===== src/rtl/pdm_pkg.sv =====
// Constants and carrier types for the pulse period and duty meter.
// Assumes one 25 MHz system clock; results are kept in 10 ns units.
`default_nettype none
package pdm_pkg;

    localparam int          CLK_PERIOD_NS   = 40;
    localparam int          UNIT_NS         = 10;
    // Each clock advances the period counter cnt by this many 10 ns units
    localparam logic [31:0] TICKS_PER_CLK   = 32'(CLK_PERIOD_NS / UNIT_NS);
    // Longest supported period, from the 5.96 Hz floor, rounded down
    localparam int          LONGEST_PERIOD_NS = 167785234;
    localparam int          TIMEOUT_CYCLES  = LONGEST_PERIOD_NS / CLK_PERIOD_NS;
    // Frequency in Hz is this numerator over the period in units
    localparam logic [31:0] FREQ_NUM        = 32'(1000000000 / UNIT_NS);
    localparam int          RATIO_FRAC_BITS = 16;
    localparam logic [16:0] RATIO_ONE       = 17'h10000;
    localparam int          DIV_STEPS       = 48;
    localparam logic [5:0]  DIV_LAST        = 6'h2F;
    localparam logic [31:0] RESET_VALUE     = 32'h00000000;

    typedef enum logic {
        rising_edge_polarity,
        falling_edge_polarity
    } pdm_pol_t;

    typedef struct packed {
        logic [31:0] period;
        logic [31:0] duration;
        logic [16:0] ratio;
        logic [31:0] freq;
    } pdm_result_t;

endpackage

`default_nettype wire


===== src/rtl/pdm_meter.sv =====
// Pulse period, active duration, duty ratio and frequency meter.
// Assumes pwm_i is already synchronous to clock_i.
//
// Functional notes
// - Period and active duration are measured continuously in hardware without software help.
// - With rising polarity each period starts on a rising edge and the high time is measured from it.
// - With falling polarity each period starts on a falling edge and the low time is the active pulse.
// - Period and duration are reported as unsigned counts of 10 ns.
// - The duty ratio is duration over period, a fraction from zero to one inclusive.
// - With no edges on the input the reported results stay unchanged.
// - A two-valued status tells whether new measurement data is available or absent.
// - The input frequency is derived from the measured period for any periodic input whose period is within the static timeout.
`timescale 1ns/1ps
`default_nettype none

module pdm_meter #(
    parameter int TIMEOUT_CYC = pdm_pkg::TIMEOUT_CYCLES
) (
    input  wire logic                  clock_i,
    input  wire logic                  reset_i,
    input  wire logic                  pwm_i,
    input  wire pdm_pkg::pdm_pol_t     polarity_i,
    output var  pdm_pkg::pdm_result_t  result_o,
    output logic                       new_measurement_ready_o
);
    import pdm_pkg::*;

    typedef enum logic [1:0] {PDM_IDLE, PDM_RATIO, PDM_FREQ} pdm_state_t;

    pdm_state_t  state;
    logic        pwm_q;
    logic        armed;
    logic        dur_seen;
    logic [31:0] cnt;
    logic [31:0] dur_cap;
    logic [31:0] idle_cnt;
    logic [31:0] snap_period;
    logic [31:0] snap_dur;
    logic [32:0] rem;
    logic [47:0] quo;
    logic [5:0]  step;
    logic [16:0] ratio_res;

    wire         rise_edge   = pwm_i & ~pwm_q;
    wire         fall_edge   = ~pwm_i & pwm_q;
    wire         pol_fall    = (polarity_i == falling_edge_polarity);
    wire         start_edge  = pol_fall ? fall_edge : rise_edge;
    wire         end_edge    = pol_fall ? rise_edge : fall_edge;
    wire         launch      = start_edge & armed & dur_seen & (state == PDM_IDLE);
    wire         timeout     = (idle_cnt == 32'(TIMEOUT_CYC - 1));
    wire [32:0]  div_sh      = {rem[31:0], quo[47]};
    wire         div_ge      = (div_sh >= {1'b0, snap_period});
    wire [32:0]  div_rem     = div_ge ? (div_sh - {1'b0, snap_period}) : div_sh;
    wire [47:0]  div_quo     = {quo[46:0], div_ge};
    wire         div_last    = (step == DIV_LAST);
    wire         publish     = (state == PDM_FREQ) & div_last;

    // Edge capture and time counting in 10 ns units
    always_ff @(posedge clock_i) begin
        if (reset_i) begin
            // Load the pin level, so a high input at release is no edge
            pwm_q    <= pwm_i;
            cnt      <= RESET_VALUE;
            dur_cap  <= RESET_VALUE;
            armed    <= 1'b0;
            dur_seen <= 1'b0;
            idle_cnt <= RESET_VALUE;
        end else begin
            pwm_q <= pwm_i;
            if (start_edge) begin
                cnt      <= TICKS_PER_CLK;
                armed    <= 1'b1;
                dur_seen <= 1'b0;
                idle_cnt <= RESET_VALUE;
            end else begin
                cnt      <= cnt + TICKS_PER_CLK;
                idle_cnt <= timeout ? RESET_VALUE : idle_cnt + 32'h00000001;
                if (timeout) begin
                    armed <= 1'b0;
                end
                if (end_edge & armed) begin
                    dur_cap  <= cnt;
                    dur_seen <= 1'b1;
                end
            end
        end
    end

    // Shared restoring divider: duty ratio first, then frequency
    always_ff @(posedge clock_i) begin
        if (reset_i) begin
            state       <= PDM_IDLE;
            snap_period <= RESET_VALUE;
            snap_dur    <= RESET_VALUE;
            rem         <= 33'h000000000;
            quo         <= 48'h000000000000;
            step        <= 6'h00;
            ratio_res   <= 17'h00000;
        end else begin
            case (state)
                PDM_IDLE: begin
                    if (launch) begin
                        // Snapshot lets the counters run on during the divide
                        snap_period <= cnt;
                        snap_dur    <= dur_cap;
                        rem         <= 33'h000000000;
                        quo         <= {dur_cap, 16'h0000};
                        step        <= 6'h00;
                        state       <= PDM_RATIO;
                    end
                end
                PDM_RATIO: begin
                    rem  <= div_rem;
                    quo  <= div_quo;
                    step <= step + 6'h01;
                    if (div_last) begin
                        ratio_res <= div_quo[16:0];
                        rem       <= 33'h000000000;
                        quo       <= {16'h0000, FREQ_NUM};
                        step      <= 6'h00;
                        state     <= PDM_FREQ;
                    end
                end
                PDM_FREQ: begin
                    rem  <= div_rem;
                    quo  <= div_quo;
                    step <= step + 6'h01;
                    if (div_last) begin
                        state <= PDM_IDLE;
                    end
                end
                default: begin
                    state <= PDM_IDLE;
                end
            endcase
        end
    end

    // Results only move on publish, so a static input leaves them alone
    always_ff @(posedge clock_i) begin
        if (reset_i) begin
            result_o                <= '0;
            new_measurement_ready_o <= 1'b0;
        end else begin
            if (publish) begin
                result_o.period   <= snap_period;
                result_o.duration <= snap_dur;
                result_o.ratio    <= ratio_res;
                result_o.freq     <= div_quo[31:0];
            end
            // Set wins over the static-input clear
            if (publish) begin
                new_measurement_ready_o <= 1'b1;
            end else if (timeout && !start_edge) begin
                new_measurement_ready_o <= 1'b0;
            end
        end
    end
endmodule

`default_nettype wire


===== config.mk =====
export PLATFORM = sky130hd
export DESIGN_NAME = pdm_meter
export DESIGN_NICKNAME = d
export VERILOG_FILES = /design/src/rtl/pdm_pkg.sv /design/src/rtl/pdm_meter.sv
export SDC_FILE = /design/constraint.sdc
export NUM_CORES = 1
export LEC_CHECK = 0
export BUFFER_PORTS_ARGS = -buffer_cell sky130_fd_sc_hd__buf_4
export CORE_ASPECT_RATIO = 0.5
export CORE_MARGIN = 2
export CORE_UTILIZATION = 60
export DETAILED_ROUTE_END_ITERATION = 16
export GPL_TIMING_DRIVEN = 0
export PLACE_DENSITY = 0.8
export SYNTH_ARGS = -nofsm -noshare
export SYNTH_HDL_FRONTEND = slang
export SYNTH_SLANG_ARGS = --single-unit

===== constraint.sdc =====
create_clock -name clock_i -period 3.2 [get_ports clock_i]
set_clock_uncertainty 0.1 [all_clocks]
set_input_delay 0.32 -clock clock_i [delete_from_list [all_inputs] [get_ports clock_i]]
set_output_delay 0.32 -clock clock_i [all_outputs]
set_load 0.02 [all_outputs]

==> impl_results.md, run 1 <==
- Fin crit share: 94.7%
- Chip height: ~120 microns
- # diodes: 0
- Sequential power share: 53.3%
- Setup ws final: around 0.17 ns
- Status: finished clean
- Clk network pwr share: ~45%
- GRT met1 Usage: 43.9%
- GR peak layer: met2
- LEAKAGE: 0.00691 uW
- Die area: 27400 sq um
- Die Wd: approximately 230 microns
- Core area: approximately 25000 sq um
- Max-slew violations: 0
- Global routing met3 resource utilization: between 7 and 8%
- # fillers: 2067
- Sequential share of the synthesized area: 47.4%
- Max Clock Freq: between 300 and 400 MHz
- Syn Std Cell Area: 15600 sq um
- Worst R2R Path Depth: 13
- Clock Path Buffers: 3
- TritonCTS Sinks: 370
- Critical Path Fanout Max: 3
- Cts bufs inserted: 31
- Fin. Hold Viols: 0
- DRC Markers: 0
- Maximum VDD drop: 0.000404 V
- Count of different cell masters after synthesis: 70
- Tot Pwr: just under 9000 uW
- DRT Wirelength: between 40 and 50 mm
- Most used DFF post-synth: dfxtp_1
- Vias: 13800
- Endpoint kind of the worst setup timing path: flip-flop
- Seq cells post-synth: between 300 and 400
- DRT iter0 DRCs: roughly 1200
- Hold Path Class: in2reg
- Worst slew pin tran: between 1 and 1.5 ns
- Crit path launch type: flip-flop
- Hold_ws: ~0.057 ns
- Mapped Cells: roughly 1900
- Post-synth EDFFs: 0
- # nets final: approximately 2100
- Arr. time, crit path: ~3.4 ns
- Hpwl dp: between 30 and 40 mm
- Total grt overflow: 0
- Met2 Use GR: between 40% and 50%
- WL/cell: about 17 microns
- Async S/R FF share, synth: 0%
- Worst reg-to-reg setup slack: approximately 0.17 ns
- Number of global-route vias before repair: about 12000
- Commonest non-fill, non-tap cells in the layout: nand2_1, dfxtp_1, a21oi_1, nor2_1, buf_4
- Worst skew pair latency: between 0.5 and 0.6 ns
- RD Place Congestion: approximately 0.90
- Post-route ant nets: 0
- Cell area after layout: around 18000 sq um
- Crit path required time: 3.57 ns
- Comb pwr share: under 10%
- CP Class: reg2reg
- PwrDens: between 400 and 500 nW/um^2
- Initial antenna violation count: 0
- Switching portion of total power: a little over a fifth
- Avg Vias per Cell: 5.73
- Min Clock Period, post-route: ~3 ns
- Setup-failing EPs final: 0
- Root Driver: clkbuf_16
- Commonest non-fill, non-tap cell in the layout: nand2_1
- Starting Density: between 60% and 70%
- Clock-pin slew on the worst setup and hold paths: 0.07 ns
- RSZ-0062 raised after global routing: false
- Layout cells sized above 1: between 10% and 20%
- Hold path cells: 4
- Mean Syn Cell Area: 8.25 sq um
- Largest net degree at the start of global routing: 17
- IO Port Bufs: roughly 110
- First-pass GRT wire length: roughly 66 mm
- H-tree Lvls: 1
- IO Count: ~120
- DR pass1 iterations: 5
- Area growth from synthesis to layout: 15.3%
- Rel. slew slack: around 15%
- Setup TNS: 0 ns
- Total GRT Usage: 29.6%
- CTS tree: done
- Pint: just under 7000 uW
- Rows: between 40 and 50
- Synth warn: 0
- Dpl ws: -0.135 ns
- Sw Pwr: around 1900 uW
- MaxCap Viol Count: 0
- DP Area: around 17000 sq um
-- critical path: stages, from the launching register on --
cell and delay (ns):
dfxtp_1 0.40, inv_1 0.12, ha_1 0.15, inv_1 0.05, fa_1 0.43, a211oi_2 0.24, o21bai_1 0.12, a21oi_2 0.21
o211a_1 0.24, o21ai_1 0.14, o41ai_4 0.32, o21ai_1 0.15, xnor2_1 0.17, o21ai_1 0.08
-- registers in the layout, indices dropped and copies added (netlist names) --
register / cells
armed: 1
cnt: 30
dur_cap: 30
dur_seen: 1
idle_cnt: 32
new_measurement_ready_o: 1
pwm_q: 1
quo: 48
ratio_res: 17
rem: 32
result_o: 109
snap_dur: 30
snap_period: 30
state: 2
step: 6
-- final timing paths --
kind	startpoint	endpoint
worst max-delay path	rem[1]	rem[28]
worst min-delay path	polarity_i	cnt[2]
worst max register to register	rem[1]	rem[28]
worst min register to register	result_o[47]	result_o[47]
-- logic make-up (layout without fill, tap and decap cells) --
family | count (synthesis) | in the layout | synth area share (%)
buffers and inverters | 170 | 336 | 4.34
AO/OA/AOI/OAI | 417 | 417 | 16.5
flip-flops | 370 | 370 | 47.4
multiplexers | 45 | 45 | 2.91
other | 1 | 4 | 0.0240
XOR/XNOR | 83 | 83 | 4.65
adder cells (fa/ha/maj) | 40 | 40 | 3.25
AND/OR/NAND/NOR | 770 | 770 | 21.0
-- layer usage --
layer | wire length, microns | part of all wire, % | vias to the layer above
li1 | - | - | 6715
met1 | 19400 | 47 | 6581
met2 | 17400 | 42 | 470
met3 | 4080 | 9.8 | 39
met4 | 483 | 1.2 | 0
met5 | 0 | 0 | -
-- power groups by stage --
| stage | registers [uW] | logic [uW] | clock network, uW |
|---|---|---|---|
| after floorplan | 4720 | 110 | 0 |
| after global placement | 4730 | 161 | 0 |
| after detailed placement | 4730 | 164 | 0 |
| after CTS | 4620 | 165 | 3910 |
| after global routing | 4620 | 182 | 4120 |
| final | 4620 | 169 | 3880 |
-- through the flow --
| stage | utilization (%) | cells |
|---|---|---|
| floorplan | - | 1899 |
| global placement | 66.6 | 2355 |
| CTS | 70.8 | 2411 |
| global route | 71.0 | 2409 |
| finish | 71.0 | 2409 |
| detailed placement | 66.6 | 2355 |
-- area by class of cell --
cell class,count,area (sq um),share of cell area [%]
repair buffers,114,858,4.76
well taps,344,430,2.39
clock inverters,10,114,0.632
clock buffers,45,928,5.15
plain buffers,125,513,2.85
multi-input cells,1359,7610,42.2
flip-flops and latches,370,7410,41.1
inverters,42,158,0.875
-- synth_stat cells (all sizes together), types with 2 or more instances --
master   number  area share, %
or2           6           0.24
clkbuf      101            2.4
nor4          4           0.20
o21a          3           0.14
inv          42            1.0
nor2        169            4.1
xnor2        29            1.6
or3           5           0.20
nor2b         6           0.24
nor4b         3           0.17
a32oi        11           0.62
a311oi        7           0.39
mux2i        44            2.8
o31a          2           0.17
ha           39            3.1
nand2       453             11
a211oi        7           0.37
dfxtp       370             47
and4          5           0.28
and2          5           0.20
o31ai         4           0.31
o22ai         2          0.080
nor3          9           0.29
and3         18           0.72
nand2b       11           0.44
nand4        18           0.72
xor2         54            3.0
and2b         2          0.096
o21bai        7           0.34
nor3b        23            1.1
a221oi       24            1.4
o21ai        51            1.7
a21oi       232            7.5
a22o          2           0.11
o211ai       15           0.81
a22oi        16           0.77
a2111oi       2           0.23
a21o         21            1.0
a31oi         4           0.16
nand3        32            1.1
buf          27           0.90
-- repair_timing --
| item | in CTS | in global routing |
|---|---|---|
| pin swaps | 0 | 1 |
| hold buffers | 1 | 0 |
| endpoints found under the hold margin | 1 | 0 |
| resized for setup | 1 | 12 |
| buffers inserted | 0 | 1 |
| endpoints found under the setup margin | 2 | 30 |
Power figures use the tool's default switching activity.
==> run 2: changes to the inputs <==
--- a/config.mk
+++ b/config.mk
@@ -6,12 +6,13 @@
 export NUM_CORES = 1
 export LEC_CHECK = 0
 export BUFFER_PORTS_ARGS = -buffer_cell sky130_fd_sc_hd__buf_4
+export CAP_MARGIN = 10
 export CORE_ASPECT_RATIO = 0.5
 export CORE_MARGIN = 2
 export CORE_UTILIZATION = 60
 export DETAILED_ROUTE_END_ITERATION = 16
 export GPL_TIMING_DRIVEN = 0
-export PLACE_DENSITY = 0.8
+export PLACE_DENSITY = 0.87
 export SYNTH_ARGS = -nofsm -noshare
 export SYNTH_HDL_FRONTEND = slang
 export SYNTH_SLANG_ARGS = --single-unit
==> impl_results.md, run 2 (synthesized netlist as in run 1, its figures left out) <==
- Worst skew pair latency: 0.57 ns (-0.02 ns)
- Min Clock Period, post-route: 3.13 ns (+0.0969 ns)
- Dpl ws: -0.0838 ns (+0.0508 ns)
- Initial antenna violation count: 1 (+1)
- DP Area: 16900 sq um (unchanged)
- Die Wd: 232 microns (unchanged)
- RD Place Congestion: 0.981 (+9.6%)
- Max-slew violations: 0 (unchanged)
- DRC Markers: 0 (unchanged)
- Core area: 25400 sq um (unchanged)
- Cell area after layout: 18000 sq um (-0.26%)
- Hpwl dp: 29.6 mm (-1.5%)
- Hold Path Class: in2reg
- Fin. Hold Viols: 0 (unchanged)
- Max reg flops: 109 (unchanged)
- Clock-pin slew on the worst setup and hold paths: 0.07 ns (about the same)
- Total grt overflow: 0 (unchanged)
- Endpoint kind of the worst setup timing path: flip-flop
- IO Count: 118 (unchanged)
- Register bank with the most flops: result_o
- Post-route ant nets: 0 (unchanged)
- Avg Vias per Cell: 5.81 (+1.4%)
- DRT iter0 DRCs: 1363 (+13%)
- Rows: 41 (unchanged)
- Dpl cells: 2355 (unchanged)
- # nets final: 2089 (+0.096%)
- Commonest non-fill, non-tap cell in the layout: nand2_1
- Starting Density: 61.6% (unchanged)
- LEAKAGE: 0.00689 uW (-0.27%)
- Root Driver: clkbuf_16
- Layout cells sized above 1: 10.1% (-0.15 points)
- Commonest non-fill, non-tap cells in the layout: nand2_1, dfxtp_1, a21oi_1, nor2_1, buf_4
- H-tree Lvls: 1 (unchanged)
- Rel. slew slack: 29.7% (+14 points)
- Chip height: 118 microns (unchanged)
- Setup ws final: 0.0733 ns (-0.0969 ns)
- Crit path required time: 3.55 ns (-0.02 ns)
- Area growth from synthesis to layout: 15.0%
- Worst slew pin tran: 1.05 ns (-0.214 ns)
- Total GRT Usage: 29.2% (-0.41 points)
- Arr. time, crit path: 3.48 ns (+0.08 ns)
- Status: finished clean
- MaxCap Viol Count: 0 (unchanged)
- Cts bufs inserted: 31 (unchanged)
- CTS tree: done
- First-pass GRT wire length: 65.1 mm (-0.62%)
- Crit path launch type: flip-flop
- Critical Path Fanout Max: 4 (+1)
- Largest net degree at the start of global routing: 16 (-1)
- Registers with the most flip-flops: result_o (109), quo (48)
- Clock Path Buffers: 3 (unchanged)
- Post-Layout Cell Count: 2412 (+0.12%)
- Setup-failing EPs final: 0 (unchanged)
- CP Class: reg2reg
- Die area: 27400 sq um (unchanged)
- WL/cell: 17.0 microns (-0.83%)
- Vias: 14000 (+1.5%)
- Fin crit share: 97.7% (+3.0 points)
- PwrDens: 476 nW/um^2 (-1.1%)
- Number of global-route vias before repair: 12900 (+3.0%)
- Maximum VDD drop: 0.000403 V (-0.34%)
- DRT Wirelength: 41.1 mm (-0.70%)
- Setup TNS: 0 ns (unchanged)
- IO Port Bufs: 112 (unchanged)
- TritonCTS Sinks: 370 (unchanged)
- Max Clock Freq: 320 MHz (-3.1%)
- DR pass1 iterations: 5 (unchanged)
## run 2: area by class of cell
class	instances	area, sq um
Timing Repair Buffer	115	866
Antenna cell	2	5.00
Multi-Input combinational cell	1359	7590
Tap cell	344	430
Inverter	42	158
Clock inverter	7	62.6
Sequential cell	370	7410
Clock buffer	47	936
Buffer	126	517
Fill cell	1937	7420
## run 2: final timing paths
path / start / endpoint / slack (ns) / depth (start not counted)
worst min-delay path: polarity_i / cnt[2] / 0.08 / 4
worst max-delay path: rem[1] / rem[24] / 0.07 / 13
worst max register to register: rem[1] / rem[24] / 0.07 / 13
worst min register to register: ratio_res[7] / result_o[39] / 0.35 / 2
## run 2: power by group
group | internal, uW | switching (uW)
logic | 38.1 | 128
clock network | 2080 | 1690
registers | 4610 | 13.5
total | 6730 | 1830
## run 2: repair_timing
item,4_1_cts,5_1_grt
endpoints found under the setup margin,1,31
buffers inserted,0,2
endpoints found under the hold margin,1,0
pin swaps,0,4
resized for setup,1,10
hold buffers,1,0
## run 2: worst max-delay path, cell delays in order (launching register included)
cell and delay (ns):
dfxtp_1 0.35, inv_1 0.09, ha_1 0.14, inv_1 0.05, fa_2 0.36, a211oi_2 0.28, o21bai_1 0.15, a21oi_2 0.25
o211a_1 0.28, o21ai_1 0.13, o41ai_2 0.43, buf_4 0.19, xor2_1 0.13, o21ai_0 0.08
## run 2: per-stage QoR
stage | hold slack [ns] | util [%] | total power (uW)
3_3_place_gp | 0.339 | 66.6 | 4880
2_1_floorplan | 0.248 | - | 4830
5_1_grt | 0.0932 | 70.8 | 8790
3_5_place_dp | 0.346 | 66.6 | 4890
4_1_cts | 0.0588 | 70.6 | 8580
6_report | 0.0764 | 70.8 | 8560
## run 2: routing by layer
layer	vias up	part of all wire [%]	global-route usage, %
met3	86	11	8.37
met4	0	2.3	7.85
met2	619	42	43.4
li1	6713	-	-
met1	6593	44	41.4
met5	-	0	0
